<file path="config.mk">
export PLATFORM = sky130hd
export DESIGN_NAME = aqe_encoder
export DESIGN_NICKNAME = d
export VERILOG_FILES = /design/src/aqe_pkg.sv /design/src/aqe_encoder.sv
export VERILOG_INCLUDE_DIRS = /design/src
export SDC_FILE = /design/constraint.sdc
export NUM_CORES = 1
export LEC_CHECK = 0
export BUFFER_PORTS_ARGS = -buffer_cell sky130_fd_sc_hd__buf_2
export CAP_MARGIN = 20
export CORE_ASPECT_RATIO = 1.4
export CORE_MARGIN = 2
export CORE_UTILIZATION = 30
export CTS_CLUSTER_DIAMETER = 40
export DETAILED_ROUTE_END_ITERATION = 7
export GPL_TIMING_DRIVEN = 0
export PLACE_DENSITY_LB_ADDON = 0.2
export SETUP_SLACK_MARGIN = 0.05
export SLEW_MARGIN = 20
export SYNTH_ARGS = -nofsm -noshare
export SYNTH_HDL_FRONTEND = slang
export SYNTH_SLANG_ARGS = --single-unit
</file>
<file path="constraint.sdc">
create_clock -name ref_clk_in -period 13.17 [get_ports ref_clk_in]
set_input_delay 2.634 -clock ref_clk_in [delete_from_list [all_inputs] [get_ports ref_clk_in]]
set_output_delay 2.634 -clock ref_clk_in [all_outputs]
set_load 0.03 [all_outputs]
</file>
<file path="src/aqe_consts.svh">
// constants for the quadrature encoder interface
// Behaviour
// - a global configuration bit decides whether shared pins act as encoder inputs
// - the null channel is optional; the block works with it unused
// - a valid null event either clears the position or latches it
// - continuous option acts on every null event
// - single option acts on the next null event, then disarms itself
// - A and B qualifier flags demand that the selected channels are high
// - null clears position only with clear flag and single or continuous set
// - each single A or B edge adds or subtracts the constant by direction; simultaneous A and B edges are not counted
// - constant is signed 16.16; binary fraction counts in 2^-16 units
// - decimal mode fraction runs 0 to 9999 and wraps at ten thousand
// - accumulated position is readable by software at any time
// - status records that a null event cleared the position
// - latch mode copies the position into a separate latch register
// - A, B and N pass a spike filter of three clock periods
// - position versus motor position beyond a limit raises step-loss interrupt
`ifndef AQE_CONSTS_SVH
`define AQE_CONSTS_SVH
// register byte offsets
`define AQE_OFS_GLOBAL_CFG 12'h000
`define AQE_OFS_MODE 12'h004
`define AQE_OFS_POS 12'h008
`define AQE_OFS_CONST 12'h00c
`define AQE_OFS_STATUS 12'h010
`define AQE_OFS_LATCH 12'h014
`define AQE_OFS_DEVLIM 12'h018
`define AQE_OFS_MASK 12'h01c
// encoder_mode_config field positions
`define AQE_MODE_POL_A 0
`define AQE_MODE_POL_B 1
`define AQE_MODE_POL_N 2
`define AQE_MODE_CLR_CONT 3
`define AQE_MODE_CLR_ONCE 4
`define AQE_MODE_CLR_ENC 5
`define AQE_MODE_DEC 6
// status and mask field positions
`define AQE_ST_NCLR 0
`define AQE_ST_DEV 1
// reset values
`define AQE_GLOBAL_CFG_RST 1'h0
`define AQE_MODE_RST 7'h04
`define AQE_CONST_RST 32'h00010000
`define AQE_DEVLIM_RST 32'h00000000
// decimal fraction base and filter length
`define AQE_DEC_BASE 17'h02710
`define AQE_FILT_LEN 3
`endif

</file>
<file path="src/aqe_pkg.sv">
// types shared by the quadrature encoder interface
package aqe_pkg;
  typedef logic [31:0] aqe_word_type;
  typedef logic [11:0] aqe_addr_type;
  typedef logic [6:0] aqe_mode_type;
  typedef logic [1:0] aqe_stat_type;

  typedef struct packed {
    logic [2:0] sh_a;
    logic [2:0] sh_b;
    logic [2:0] sh_n;
    logic flt_a;
    logic flt_b;
    logic flt_n;
    logic prv_a;
    logic prv_b;
    logic prv_n;
    logic pins_en;
    aqe_mode_type mode;
    aqe_word_type pos;
    logic [15:0] frac;
    aqe_word_type konst;
    aqe_word_type latch;
    aqe_word_type dev_lim;
    aqe_stat_type stat;
    aqe_stat_type mask;
    aqe_word_type rdata;
    logic ready;
    logic slverr;
    logic irq;
  } aqe_state_type;
endpackage

</file>
<file path="src/aqe_encoder.sv">
// quadrature encoder interface with apb registers
`include "aqe_consts.svh"

module aqe_encoder
(
  // clock and reset
  input wire logic ref_clk_in,
  input wire logic rst_n_in,
  // apb slave
  input wire logic psel_in,
  input wire logic penable_in,
  input wire logic pwrite_in,
  input wire aqe_pkg::aqe_addr_type paddr_in,
  input wire aqe_pkg::aqe_word_type pwdata_in,
  output aqe_pkg::aqe_word_type prdata_out,
  output logic pready_out,
  output logic pslverr_out,
  // encoder pins and motor position
  input wire logic enc_a_in,
  input wire logic enc_b_in,
  input wire logic enc_n_in,
  input wire aqe_pkg::aqe_word_type motor_pos_in,
  // status
  output logic enc_pins_sel_out,
  output logic irq_out
);
  import aqe_pkg::*;

  aqe_state_type st_r;
  aqe_state_type st_nxt;

  logic setup_ph;
  logic wr_en;
  logic wr_pos;
  logic step_ev;
  logic step_up;
  logic n_edge;
  logic n_qual;
  logic n_valid;
  logic n_armed;
  logic n_clear;
  logic n_latch;
  logic dev_over;
  logic [47:0] stepped;
  aqe_stat_type stat_set;
  aqe_stat_type stat_clr;

  // one fixed-point step of the position, binary or decimal fraction
  function automatic logic [47:0] aqe_step(input aqe_word_type pos, input logic [15:0] frac,
                                           input aqe_word_type k, input logic dec,
                                           input logic up);
    logic [16:0] fs;
    logic cy;
    aqe_word_type ki;
    aqe_word_type np;
    fs = up ? ({1'b0, frac} + {1'b0, k[15:0]}) : ({1'b0, frac} - {1'b0, k[15:0]});
    ki = {{16{k[31]}}, k[31:16]};
    cy = fs[16];
    if (dec)
    begin
      if (up)
      begin
        cy = (fs >= `AQE_DEC_BASE);
        if (cy)
        begin
          fs = fs - `AQE_DEC_BASE;
        end
      end
      else if (cy)
      begin
        fs = fs + `AQE_DEC_BASE;
      end
    end
    if (up)
    begin
      np = pos + ki + {31'h0, cy};
    end
    else
    begin
      np = pos - ki - {31'h0, cy};
    end
    return {np, fs[15:0]};
  endfunction

  // magnitude of the difference of two signed words
  function automatic logic [32:0] aqe_absdiff(input aqe_word_type x, input aqe_word_type y);
    logic [32:0] d;
    d = {x[31], x} - {y[31], y};
    return d[32] ? (33'h0 - d) : d;
  endfunction

  // spike filter: a level is taken only after three equal samples
  function automatic logic aqe_filt(input logic [2:0] sh, input logic cur);
    return (&sh) ? 1'b1 : ((~|sh) ? 1'b0 : cur);
  endfunction

  // register read mux
  function automatic logic [32:0] aqe_read(input aqe_state_type s, input aqe_addr_type a);
    logic [32:0] r;
    r = 33'h0;
    unique case (a)
      `AQE_OFS_GLOBAL_CFG: r = {1'b0, 31'h0, s.pins_en};
      `AQE_OFS_MODE: r = {1'b0, 25'h0, s.mode};
      `AQE_OFS_POS: r = {1'b0, s.pos};
      `AQE_OFS_CONST: r = {1'b0, s.konst};
      `AQE_OFS_STATUS: r = {1'b0, 30'h0, s.stat};
      `AQE_OFS_LATCH: r = {1'b0, s.latch};
      `AQE_OFS_DEVLIM: r = {1'b0, s.dev_lim};
      `AQE_OFS_MASK: r = {1'b0, 30'h0, s.mask};
      default: r = {1'b1, 32'h0};
    endcase
    return r;
  endfunction

  always_comb
  begin
    st_nxt = st_r;
    setup_ph = psel_in && !penable_in;
    wr_en = psel_in && penable_in && st_r.ready && pwrite_in && !st_r.slverr;

    st_nxt.sh_a = {st_r.sh_a[1:0], enc_a_in};
    st_nxt.sh_b = {st_r.sh_b[1:0], enc_b_in};
    st_nxt.sh_n = {st_r.sh_n[1:0], enc_n_in};
    st_nxt.flt_a = aqe_filt(st_r.sh_a, st_r.flt_a);
    st_nxt.flt_b = aqe_filt(st_r.sh_b, st_r.flt_b);
    st_nxt.flt_n = aqe_filt(st_r.sh_n, st_r.flt_n);
    st_nxt.prv_a = st_r.flt_a;
    st_nxt.prv_b = st_r.flt_b;
    st_nxt.prv_n = st_r.flt_n;

    // pins only count while selected as encoder inputs
    // direction from phase order, one channel changing at a time
    step_ev = st_r.pins_en && ((st_r.flt_a ^ st_r.prv_a) ^ (st_r.flt_b ^ st_r.prv_b));
    step_up = st_r.prv_a ^ st_r.flt_b;

    // null qualified by selected a and b levels
    n_edge = (st_r.flt_n == st_r.mode[`AQE_MODE_POL_N])
             && (st_r.prv_n != st_r.mode[`AQE_MODE_POL_N]);
    n_qual = (!st_r.mode[`AQE_MODE_POL_A] || st_r.flt_a)
             && (!st_r.mode[`AQE_MODE_POL_B] || st_r.flt_b);
    n_valid = st_r.pins_en && n_edge && n_qual;
    // armed by either option, idle otherwise
    n_armed = st_r.mode[`AQE_MODE_CLR_CONT] || st_r.mode[`AQE_MODE_CLR_ONCE];
    // clear only with clear flag and an option armed
    n_clear = n_valid && n_armed && st_r.mode[`AQE_MODE_CLR_ENC];
    n_latch = n_valid && n_armed && !st_r.mode[`AQE_MODE_CLR_ENC];

    stepped = aqe_step(st_r.pos, st_r.frac, st_r.konst, st_r.mode[`AQE_MODE_DEC], step_up);
    if (step_ev)
    begin
      st_nxt.pos = stepped[47:16];
      st_nxt.frac = stepped[15:0];
    end
    // clear wins over a simultaneous step
    if (n_clear)
    begin
      st_nxt.pos = 32'h0;
      st_nxt.frac = 16'h0;
    end
    if (n_latch)
    begin
      st_nxt.latch = st_r.pos;
    end
    if (n_valid && n_armed && st_r.mode[`AQE_MODE_CLR_ONCE])
    begin
      st_nxt.mode[`AQE_MODE_CLR_ONCE] = 1'b0;
    end

    dev_over = (st_r.dev_lim != 32'h0)
               && (aqe_absdiff(st_r.pos, motor_pos_in) > {1'b0, st_r.dev_lim});

    // register writes
    wr_pos = 1'b0;
    stat_clr = 2'h0;
    if (wr_en)
    begin
      unique case (paddr_in)
        `AQE_OFS_GLOBAL_CFG: st_nxt.pins_en = pwdata_in[0];
        `AQE_OFS_MODE: st_nxt.mode = pwdata_in[6:0];
        `AQE_OFS_POS: wr_pos = 1'b1;
        `AQE_OFS_CONST: st_nxt.konst = pwdata_in;
        `AQE_OFS_STATUS: stat_clr = pwdata_in[1:0];
        `AQE_OFS_DEVLIM: st_nxt.dev_lim = pwdata_in;
        `AQE_OFS_MASK: st_nxt.mask = pwdata_in[1:0];
        default: stat_clr = 2'h0;
      endcase
    end
    if (wr_pos)
    begin
      st_nxt.pos = pwdata_in;
      st_nxt.frac = 16'h0;
    end

    // sticky status, set wins over write-one-clear
    stat_set = 2'h0;
    stat_set[`AQE_ST_NCLR] = n_clear;
    stat_set[`AQE_ST_DEV] = dev_over;
    st_nxt.stat = (st_r.stat & ~stat_clr) | stat_set;
    st_nxt.irq = |(st_nxt.stat & st_nxt.mask);

    // apb answer prepared in the setup phase
    st_nxt.ready = setup_ph;
    st_nxt.slverr = 1'b0;
    st_nxt.rdata = 32'h0;
    if (setup_ph)
    begin
      {st_nxt.slverr, st_nxt.rdata} = aqe_read(st_r, paddr_in);
      if (pwrite_in)
      begin
        st_nxt.rdata = 32'h0;
      end
    end
  end

  always_ff @(posedge ref_clk_in or negedge rst_n_in)
  begin
    if (!rst_n_in)
    begin
      st_r <= '0;
      st_r.pins_en <= `AQE_GLOBAL_CFG_RST;
      st_r.mode <= `AQE_MODE_RST;
      st_r.konst <= `AQE_CONST_RST;
      st_r.dev_lim <= `AQE_DEVLIM_RST;
    end
    else
    begin
      st_r <= st_nxt;
    end
  end

  assign prdata_out = st_r.rdata;
  assign pready_out = st_r.ready;
  assign pslverr_out = st_r.slverr;
  assign enc_pins_sel_out = st_r.pins_en;
  assign irq_out = st_r.irq;

  // checks
  pins_gate_a: assert property (@(posedge ref_clk_in) disable iff (!rst_n_in)
    (!st_r.pins_en && !wr_en) |=> ($stable(st_r.pos) && $stable(st_r.latch)))
    else $error("position moved while pins not selected");

  null_idle_a: assert property (@(posedge ref_clk_in) disable iff (!rst_n_in)
    (n_valid && !n_armed) |=> ($stable(st_r.latch) && !$rose(st_r.stat[`AQE_ST_NCLR])))
    else $error("unarmed null event had an effect");

  null_clear_a: assert property (@(posedge ref_clk_in) disable iff (!rst_n_in)
    (n_valid && n_armed && st_r.mode[`AQE_MODE_CLR_ENC] && !wr_en)
    |=> (st_r.pos == 32'h0 && st_r.frac == 16'h0))
    else $error("null event did not clear position");

  cont_keep_a: assert property (@(posedge ref_clk_in) disable iff (!rst_n_in)
    (n_valid && st_r.mode[`AQE_MODE_CLR_CONT] && !wr_en)
    |=> st_r.mode[`AQE_MODE_CLR_CONT])
    else $error("continuous option lost after event");

  once_disarm_a: assert property (@(posedge ref_clk_in) disable iff (!rst_n_in)
    (n_valid && st_r.mode[`AQE_MODE_CLR_ONCE] && !wr_en)
    |=> !st_r.mode[`AQE_MODE_CLR_ONCE])
    else $error("single option not disarmed");

  null_qual_a: assert property (@(posedge ref_clk_in) disable iff (!rst_n_in)
    (n_valid && st_r.mode[`AQE_MODE_POL_A] && st_r.mode[`AQE_MODE_POL_B])
    |-> (st_r.flt_a && st_r.flt_b && $past(st_r.flt_n) != st_r.flt_n))
    else $error("null accepted without a and b high");

  bin_step_a: assert property (@(posedge ref_clk_in) disable iff (!rst_n_in)
    (step_ev && step_up && !st_r.mode[`AQE_MODE_DEC] && !n_clear && !wr_en)
    |=> ({st_r.pos, st_r.frac}
         == $past({st_r.pos, st_r.frac}) + {{16{$past(st_r.konst[31])}}, $past(st_r.konst)}))
    else $error("binary step mismatch");

  dir_order_a: assert property (@(posedge ref_clk_in) disable iff (!rst_n_in)
    (step_ev && !st_r.mode[`AQE_MODE_DEC] && !n_clear && !wr_en
     && st_r.prv_a == 1'b0 && st_r.prv_b == 1'b0 && st_r.flt_b)
    |=> ({st_r.pos, st_r.frac}
         == $past({st_r.pos, st_r.frac}) + {{16{$past(st_r.konst[31])}}, $past(st_r.konst)}))
    else $error("forward phase order did not count up");

  dec_wrap_a: assert property (@(posedge ref_clk_in) disable iff (!rst_n_in)
    (st_r.mode[`AQE_MODE_DEC] && st_r.frac < 16'h2710 && st_r.konst[15:0] < 16'h2710
     && !wr_en && !wr_pos)
    |=> st_r.frac < 16'h2710)
    else $error("decimal fraction left range");

  filt_hold_a: assert property (@(posedge ref_clk_in) disable iff (!rst_n_in)
    $changed(st_r.flt_a)
    |-> ($past(enc_a_in, 2) == st_r.flt_a && $past(enc_a_in, 3) == st_r.flt_a
         && $past(enc_a_in, 4) == st_r.flt_a))
    else $error("filter passed a short pulse");

  latch_copy_a: assert property (@(posedge ref_clk_in) disable iff (!rst_n_in)
    n_latch |=> (st_r.latch == $past(st_r.pos)))
    else $error("latch did not capture position");

  clr_stat_a: assert property (@(posedge ref_clk_in) disable iff (!rst_n_in)
    n_clear |=> st_r.stat[`AQE_ST_NCLR])
    else $error("clear event not recorded");

  dev_irq_a: assert property (@(posedge ref_clk_in) disable iff (!rst_n_in)
    (dev_over && st_r.mask[`AQE_ST_DEV] && !(wr_en && paddr_in == `AQE_OFS_MASK))
    |=> (st_r.stat[`AQE_ST_DEV] && irq_out))
    else $error("deviation did not raise interrupt");

  pos_read_a: assert property (@(posedge ref_clk_in) disable iff (!rst_n_in)
    (setup_ph && !pwrite_in && paddr_in == `AQE_OFS_POS)
    |=> (pready_out && !pslverr_out && prdata_out == $past(st_r.pos)))
    else $error("position read wrong");

  ready_answer_a: assert property (@(posedge ref_clk_in) disable iff (!rst_n_in)
    (psel_in && !penable_in) |=> pready_out)
    else $error("setup phase not answered");

  ready_pulse_a: assert property (@(posedge ref_clk_in) disable iff (!rst_n_in)
    (pready_out && penable_in) |=> !pready_out)
    else $error("ready held too long");

  unmapped_err_a: assert property (@(posedge ref_clk_in) disable iff (!rst_n_in)
    (psel_in && !penable_in && paddr_in > `AQE_OFS_MASK)
    |=> (pslverr_out && prdata_out == 32'h0))
    else $error("unmapped address not refused");

  pos_write_a: assert property (@(posedge ref_clk_in) disable iff (!rst_n_in)
    (wr_en && paddr_in == `AQE_OFS_POS)
    |=> (st_r.pos == $past(pwdata_in) && st_r.frac == 16'h0))
    else $error("position write lost");

  pins_write_a: assert property (@(posedge ref_clk_in) disable iff (!rst_n_in)
    (wr_en && paddr_in == `AQE_OFS_GLOBAL_CFG)
    |=> (enc_pins_sel_out == $past(pwdata_in[0])))
    else $error("pin selection write lost");

  irq_mirror_a: assert property (@(posedge ref_clk_in) disable iff (!rst_n_in)
    irq_out == |(st_r.stat & st_r.mask))
    else $error("interrupt level wrong");

  latch_no_stat_a: assert property (@(posedge ref_clk_in) disable iff (!rst_n_in)
    n_latch |=> !$rose(st_r.stat[`AQE_ST_NCLR]))
    else $error("latch event flagged as clear");

  clear_keep_a: assert property (@(posedge ref_clk_in) disable iff (!rst_n_in)
    n_clear |=> $stable(st_r.latch))
    else $error("clear event touched latch");

  down_step_a: assert property (@(posedge ref_clk_in) disable iff (!rst_n_in)
    (step_ev && !step_up && !st_r.mode[`AQE_MODE_DEC] && !n_clear && !wr_en)
    |=> ({st_r.pos, st_r.frac}
         == $past({st_r.pos, st_r.frac}) - {{16{$past(st_r.konst[31])}}, $past(st_r.konst)}))
    else $error("binary down step mismatch");

  both_edge_a: assert property (@(posedge ref_clk_in) disable iff (!rst_n_in)
    (st_r.flt_a != st_r.prv_a && st_r.flt_b != st_r.prv_b && !n_clear && !wr_en)
    |=> $stable(st_r.pos))
    else $error("double edge counted");

  dec_carry_a: assert property (@(posedge ref_clk_in) disable iff (!rst_n_in)
    (step_ev && step_up && st_r.mode[`AQE_MODE_DEC] && !n_clear && !wr_en
     && st_r.frac < 16'h2710 && st_r.konst[15:0] < 16'h2710
     && (st_r.frac + st_r.konst[15:0]) >= 16'h2710)
    |=> (st_r.pos == $past(st_r.pos)
         + {{16{$past(st_r.konst[31])}}, $past(st_r.konst[31:16])} + 32'h1))
    else $error("decimal carry mismatch");

  filt_null_a: assert property (@(posedge ref_clk_in) disable iff (!rst_n_in)
    $changed(st_r.flt_n)
    |-> ($past(enc_n_in, 2) == st_r.flt_n && $past(enc_n_in, 3) == st_r.flt_n
         && $past(enc_n_in, 4) == st_r.flt_n))
    else $error("null filter passed a short pulse");
endmodule

</file>
==> Word-level counts from Yosys, hierarchy flattened <==
Cells that the tools add are included.
{ "word_totals": {"regBits": 206, "input_bits": 84, "output_inout_bits": 36, "wordCells": 123} }
{ "op_classes": {"add_sub_neg": 10, "magnitude_cmp": 2, "n_eq_ne": 12, "mux": 31, "bitwise_logic": 8, "reduce_logical": 37} }
{ "ops": {"columns": ["cell", "n"], "rows": [
  ["33-bit one-hot mux with 8 select lines", 1],
  ["48-bit two-way mux", 3],
  ["32-bit two-way mux", 3],
  ["16-bit two-way mux", 4],
  ["12-bit by 5-bit equality test with 1-bit output (second input constant)", 4],
  ["33-bit by 32-bit > comparator with 1-bit output", 1],
  ["33-bit two-way mux", 1],
  ["1-bit by 33-bit subtractor with 33-bit output (first input constant)", 1],
  ["32-bit by 32-bit subtractor with 33-bit output", 1],
  ["32-bit by 1-bit adder with 32-bit output", 1],
  ["32-bit adder", 1],
  ["32-bit nonzero test", 1],
  ["32-bit by 1-bit subtractor with 32-bit output", 1],
  ["32-bit subtractor", 1],
  ["12-bit by 4-bit equality test with 1-bit output (second input constant)", 2],
  ["16-bit by 16-bit adder with 17-bit output", 1],
  ["17-bit by 14-bit >= comparator with 1-bit output (second input constant)", 1],
  ["17-bit two-way mux", 1],
  ["16-bit by 16-bit subtractor with 17-bit output", 1],
  ["16-bit by 14-bit adder with 16-bit output (second input constant)", 1],
  ["16-bit by 14-bit subtractor with 16-bit output (second input constant)", 1],
  ["1-bit logical AND", 15],
  ["12-bit by 3-bit equality test with 1-bit output (second input constant)", 1],
  ["12-bit zero test", 1],
  ["17 further kinds", 51]
]} }

==> Longest topological paths before layout <==
{ "depth": {"ltp_word": 10, "depth_mapped": 34, "mapped_depth_nobuf": 32} }

==> Worst setup path after synthesis <==
Ideal clock, no wire load.
{ "synth_path": {"kind": "register -> register", "from": "reg st_r (netlist bit st_nxt[192])", "to": "reg st_r[181] (netlist name)", "setup_ns": 0.131, "t_arrival_ns": 7.504, "required_time_ns": 13.039, "slack_ns": 5.534, "stages_incl_launch_ff": 35, "n_path_buf": 3, "synth_period_minus_slack_ns": 7.636, "path_cell_list": "dfrtp_1 -> xnor2_1 -> clkbuf_1 -> clkbuf_1 -> clkbuf_1 -> o31ai_1 -> xnor2_1 -> ha_1 -> o21ai_0 -> o21ai_0 -> a21oi_1 -> xnor2_1 -> inv_1 -> ha_1 -> nand2_1 -> or4_1 -> nor3_1 -> a41o_1 -> a211o_1 -> a21oi_1 -> fa_1 -> inv_1 -> ha_1 -> nor2_1 -> fa_1 -> a21boi_0 -> o22a_1 -> o21ai_0 -> a21boi_0 -> a31oi_1 -> o21ai_0 -> o21ai_0 -> nor4b_1 -> nor4_1 -> o21ai_0"} }
{ "synth_between": {"elab_chain_cells": 10, "elab_cells_between_ends": 20, "classes_between": "2 x add/sub; 1 x order compare; 7 x mux; 3 x bitwise; 7 x reduce/logical"} }
{ "synth_lines": {"columns": ["element", "line_no", "rtl"], "rows": [
  ["start: declaration", "aqe_encoder.sv:29", "aqe_state_type st_r;"],
  ["start signal: assignment", "aqe_encoder.sv:227", "st_r <= st_nxt;"],
  ["1-bit XOR", "aqe_encoder.sv:134", "step_up = st_r.prv_a ^ st_r.flt_b;"],
  ["17-bit two-way mux", "aqe_encoder.sv:56", "fs = up ? ({1'b0, frac} + {1'b0, k[15:0]}) : ({1'b0, frac} - {1'b0, k[15:0]});"],
  ["17-bit by 14-bit >= comparator with 1-bit output (no source line)", null, null],
  ["1-bit two-way mux", "aqe_encoder.sv:61", "if (up)"],
  ["1-bit two-way mux", "aqe_encoder.sv:59", "if (dec)"],
  ["32-bit by 1-bit subtractor with 32-bit output or 32-bit by 1-bit adder with 32-bit output (tied branches)", "aqe_encoder.sv:80, aqe_encoder.sv:76", null],
  ["32-bit two-way mux", "aqe_encoder.sv:74", "if (up)"],
  ["48-bit two-way mux", "aqe_encoder.sv:149", "if (step_ev)"],
  ["48-bit two-way mux", "aqe_encoder.sv:155", "if (n_clear)"],
  ["48-bit two-way mux", "aqe_encoder.sv:188", "if (wr_pos)"]
]} }
Parallel ways exist; a longest one is shown, timed or not. The select of a mux whose other input is x is not followed.
A chain may end at the register's enable or synchronous reset.

==> Worst setup path in the final report <==
Ends and elaborated chain as after synthesis.

==> summary.md <==
The number of nets in the synthesized netlist is 2453. In this run the post-CTS setup repair buffer count came out at 0. The number of different library cells used by synthesis comes to 93. The endpoint identified for the worst register-to-register timing path is st_r[181]$_DFFE_PN0P_. The leading register cell type out of synthesis is sky130_fd_sc_hd__dfrtp_1. Summed over all instances, the cell type with the most area after synthesis is sky130_fd_sc_hd__dfrtp_1. Between clock sinks in the finished design, the worst skew comes to 15.3 ps. The detailed router finished its first iteration with 1202 violations.

The total congestion overflow after global routing was 0; the max-slew violation total from the final report was 0. The clock period could shrink to 11310 ps. The final standard cell utilization of the core was 34.9%; the number of endpoints failing setup at the final stage was 0. The portion of total power attributed to the clock network was 43.0%.

Dividing the detail-routed wire length by the instance count gives 22.1 um. Counting flops with an async set or reset pin after synthesis yields a share of 100%. The logs give 30 for the CTS buffer count and 0.0884 GHz for the fmax.

The initial utilization of the core area, before any placement, comes to 30.2%. Synthesis handed over a netlist of 2187 instances. Counting cells, the worst reg-to-reg path comes to 34.

The logs give 20100 sq um for the standard cell area after detailed placement and 206 for the number of clock sinks seen by CTS. In the layout the commonest cells are sky130_fd_sc_hd__dfrtp_1, sky130_fd_sc_hd__inv_1, sky130_fd_sc_hd__nand2_1. Counting along the longest clock path gives a buffer depth of 3. Largest family of logic cells by synthesized area: compound AO/OA/AOI/OAI gates. Of all nets on the critical path, the largest fanout is 10. For this design the ratio of total power to cell area is 93.4 nW/um^2. The critical path is of the reg -> reg type. The HPWL after detailed placement is 57.8 mm. After floorplanning, the core was divided into 107 placement rows. Buffers placed on the I/O ports in this run total 119. The portion of synthesized area spent on multiplexers is 5.19%. The synthesized netlist devotes 24.6% of its cell area to compound gates. For this run, the total global-route usage over all layers was measured as 22.0%.

Pin count of the biggest net entering global routing: 95. Classification of the worst-slack hold path: reg -> reg. The area fraction of the dominant cell type after synthesis came out at 27.8%.

The critical path ends at st_r[181]$_DFFE_PN0P_. The total via count after detailed routing is 17200, and the antenna diode count is 0. Of the available clock period, the critical path in the final layout requires 85.9%. The pre-antenna-repair detailed-routing pass consisted of 7 iterations.

In this run the vertical extent of the chip is 297 um. The wire length of the first global-routing pass is 106 mm, and the total I/O pin count is 120. Setup repair after global routing left no endpoint under its margin. The run gives 0.674 mW as the switching power total.

The logs give 18400 sq um for the total standard cell area after synthesis and 0 for the number of hold buffers added after CTS. The area of the placeable core came out at 60800 sq um. Layout filler cell count: 6441.

TritonCTS built the clock tree. After detailed routing, the total wire length is 70.5 mm. At the end of routability-driven placement, the weighted congestion stood at 0.937.

STA classifies the critical path startpoint as a flip-flop. The run gives 1.98 mW as the post-layout total power. Yosys attributes the largest share of cell area to sky130_fd_sc_hd__dfrtp_1, sky130_fd_sc_hd__ha_1, sky130_fd_sc_hd__a21oi_1, sky130_fd_sc_hd__o21ai_0, sky130_fd_sc_hd__mux2_2. The flow ran to the end, and the final reports show no timing, DRC or antenna violations.

At the pin with the least slew margin, the transition time is 1250 ps. Number of warnings reported in the yosys synthesis log: 0. The H-tree depth is 1, and the width of the die is 213 um. The library cell used most frequently in the layout, excluding fill and tap cells, is sky130_fd_sc_hd__dfrtp_1. The area share of xor/xnor cells in the synthesized design is 6.20%, and the post-detailed-route via-to-cell ratio is 5.41.

The via count of the first global-routing pass is 17200, and the number of enable flip-flop cells after synthesis is 0. Per report_power, the sequential group accounts for 32.5% of the total. The number of max-capacitance violations reported was 0; the count of cells resized by post-cts repair was 0. The cell repeated most along the worst path was sky130_fd_sc_hd__o21ai_0. Net switching is 34.1% of the power. For the final hold violation count, the log shows 0. The endpoint kind of the worst setup timing path is a flip-flop. The area growth from synthesis to layout is 15.3%. The number of nets in the layout came out at 2611.

In this run, synthesis produced a sequential element count of 206. The simple-gate portion of the synthesized area is 16.2%, and the post-synthesis sequential area ratio is 28.1%. On the worst path, the slowest cell contributes a delay of 780 ps. The maximum vdd ir drop is 88.3 uV. The highest-delay cell along the critical path was sky130_fd_sc_hd__xnor2_1. After clock tree synthesis, the clock-pin slew on the worst setup and hold paths is 60 ps. The cell internal power dissipation is 1.30 mW, and the synthesized area per cell is 8.40 sq um.

The share of synthesized cell area in full adder, half adder and majority cells was 12.6%; the DRC violations left was 0. Adding up every negative setup slack in the final design gives 0 ps. At the worst endpoint, the arrival time is 11740 ps. The run gives 13600 ps as the data required time of the worst path. In this run the clock root is driven by a sky130_fd_sc_hd__clkbuf_16. The total leakage power came out at 9.67 nW. The post-route cell area was 21200 sq um.

The number of antenna violations at the first check in global routing is 2, and the remaining antenna violation count is 0. At the later pin of the worst-skew pair, clock insertion delay measures 580 ps. Per report_power, the combinational group accounts for 24.6% of the total. The post-route netlist has 14.4% of its cells at a drive strength greater than 1. In this run the tightest slew margin relative to its limit is 16.2%.

The minimum setup slack among reg-to-reg paths was 1860 ps. The worst register-to-register path begins at st_nxt[192]$_DFFE_PN0P_. The run gives 63300 sq um as the overall die area. The beginning of the critical path was st_nxt[192]$_DFFE_PN0P_.
critical path: cells and delay by family, from the launching register on:
kind	cells	cell delay, ps
buffers and inverters	5	1980
flip-flops	1	470
adder cells (fa/ha/maj)	5	1730
AND/OR/NAND/NOR	6	1030
AO/OA/AOI/OAI	15	4270
XOR/XNOR	3	1650
Yosys cell counts (9+ instances only):
master / instances
sky130_fd_sc_hd__nor2_1: 127
sky130_fd_sc_hd__dfrtp_1: 204
sky130_fd_sc_hd__or3_1: 18
sky130_fd_sc_hd__nor3_1: 45
sky130_fd_sc_hd__a211oi_1: 32
sky130_fd_sc_hd__and3_1: 16
sky130_fd_sc_hd__o21a_1: 18
sky130_fd_sc_hd__o31ai_1: 13
sky130_fd_sc_hd__o211ai_1: 27
sky130_fd_sc_hd__a221oi_1: 10
sky130_fd_sc_hd__buf_4: 33
sky130_fd_sc_hd__mux2_2: 70
sky130_fd_sc_hd__a21oi_1: 162
sky130_fd_sc_hd__a22oi_1: 15
sky130_fd_sc_hd__clkbuf_1: 69
sky130_fd_sc_hd__nand4_1: 28
sky130_fd_sc_hd__xor2_1: 44
sky130_fd_sc_hd__a222oi_1: 30
sky130_fd_sc_hd__a21boi_0: 11
sky130_fd_sc_hd__nand2_1: 194
sky130_fd_sc_hd__nand2b_1: 24
sky130_fd_sc_hd__nor4_1: 24
sky130_fd_sc_hd__ha_1: 176
sky130_fd_sc_hd__mux2i_1: 12
sky130_fd_sc_hd__or4_1: 9
sky130_fd_sc_hd__nand3_1: 35
sky130_fd_sc_hd__xnor2_1: 86
sky130_fd_sc_hd__a21o_1: 53
sky130_fd_sc_hd__inv_1: 199
sky130_fd_sc_hd__o2111ai_1: 9
sky130_fd_sc_hd__nor2b_1: 18
sky130_fd_sc_hd__a31oi_1: 21
sky130_fd_sc_hd__o21ai_0: 158
sky130_fd_sc_hd__and2_1: 17
flip-flops by register name, indices dropped and copies added, names as in the netlist:
register / cells
st_nxt: 9
irq_out: 1
pslverr_out: 1
st_r: 161
prdata_out: 32
pready_out: 1
enc_pins_sel_out: 1
metal layers:
metal | global-route usage [%] | vias up | routed length [um]
li1 | - | 8267 | -
met1 | 25.5 | 8366 | 27300
met2 | 41.0 | 465 | 37100
met3 | 1.61 | 134 | 2620
met4 | 9.61 | 4 | 3410
met5 | 0 | - | 18
power groups by stage:
stage | logic (mW) | clock network (mW) | registers [mW]
floorplan | 0.327 | 0 | 0.653
global placement | 0.473 | 0 | 0.654
detailed placement | 0.483 | 0 | 0.654
CTS | 0.486 | 0.865 | 0.642
global route | 0.534 | 0.891 | 0.643
finish | 0.486 | 0.851 | 0.642
how the worst min path moves through the flow:
stage / startpoint / to / slack (ps) / cells after the start
final: st_nxt[201]$_DFF_PN0_ / st_nxt[202]$_DFF_PN0_ / 370 / 0
after detailed placement: st_nxt[198]$_DFF_PN0_ / st_nxt[199]$_DFF_PN0_ / 360 / 0
after floorplan: st_nxt[198]$_DFF_PN0_ / st_nxt[199]$_DFF_PN0_ / 350 / 0
after CTS: st_nxt[201]$_DFF_PN0_ / st_nxt[202]$_DFF_PN0_ / 370 / 0
after global routing: st_nxt[204]$_DFF_PN0_ / st_nxt[205]$_DFF_PN0_ / 390 / 0
after global placement: st_nxt[201]$_DFF_PN0_ / st_nxt[202]$_DFF_PN0_ / 360 / 0
through the flow:
step | worst slack, ps | hold WS, ps | instances
2_1_floorplan | 5530 | 354 | 2187
3_3_place_gp | 1770 | 359 | 3123
3_5_place_dp | 1830 | 358 | 3130
4_1_cts | 1780 | 374 | 3186
5_1_grt | 1140 | 389 | 3186
6_report | 1860 | 371 | 3186
layout make-up:
cell class	count	area (sq um)	area share (%)
Inverter	199	747	3.52
Sequential cell	206	5160	24.3
Clock inverter	22	248	1.17
Multi-Input combinational cell	1667	12000	56.4
Clock buffer	34	807	3.81
Timing Repair Buffer	126	694	3.28
Buffer	115	569	2.69
Tap cell	817	1020	4.82
cells by family after synthesis:
family                   after synthesis
multiplexers                          84
adder cells (fa/ha/maj)              182
flip-flops                           206
AO/OA/AOI/OAI                        669
AND/OR/NAND/NOR                      602
XOR/XNOR                             130
buffers and inverters                314
Power figures use the tool's default switching activity.
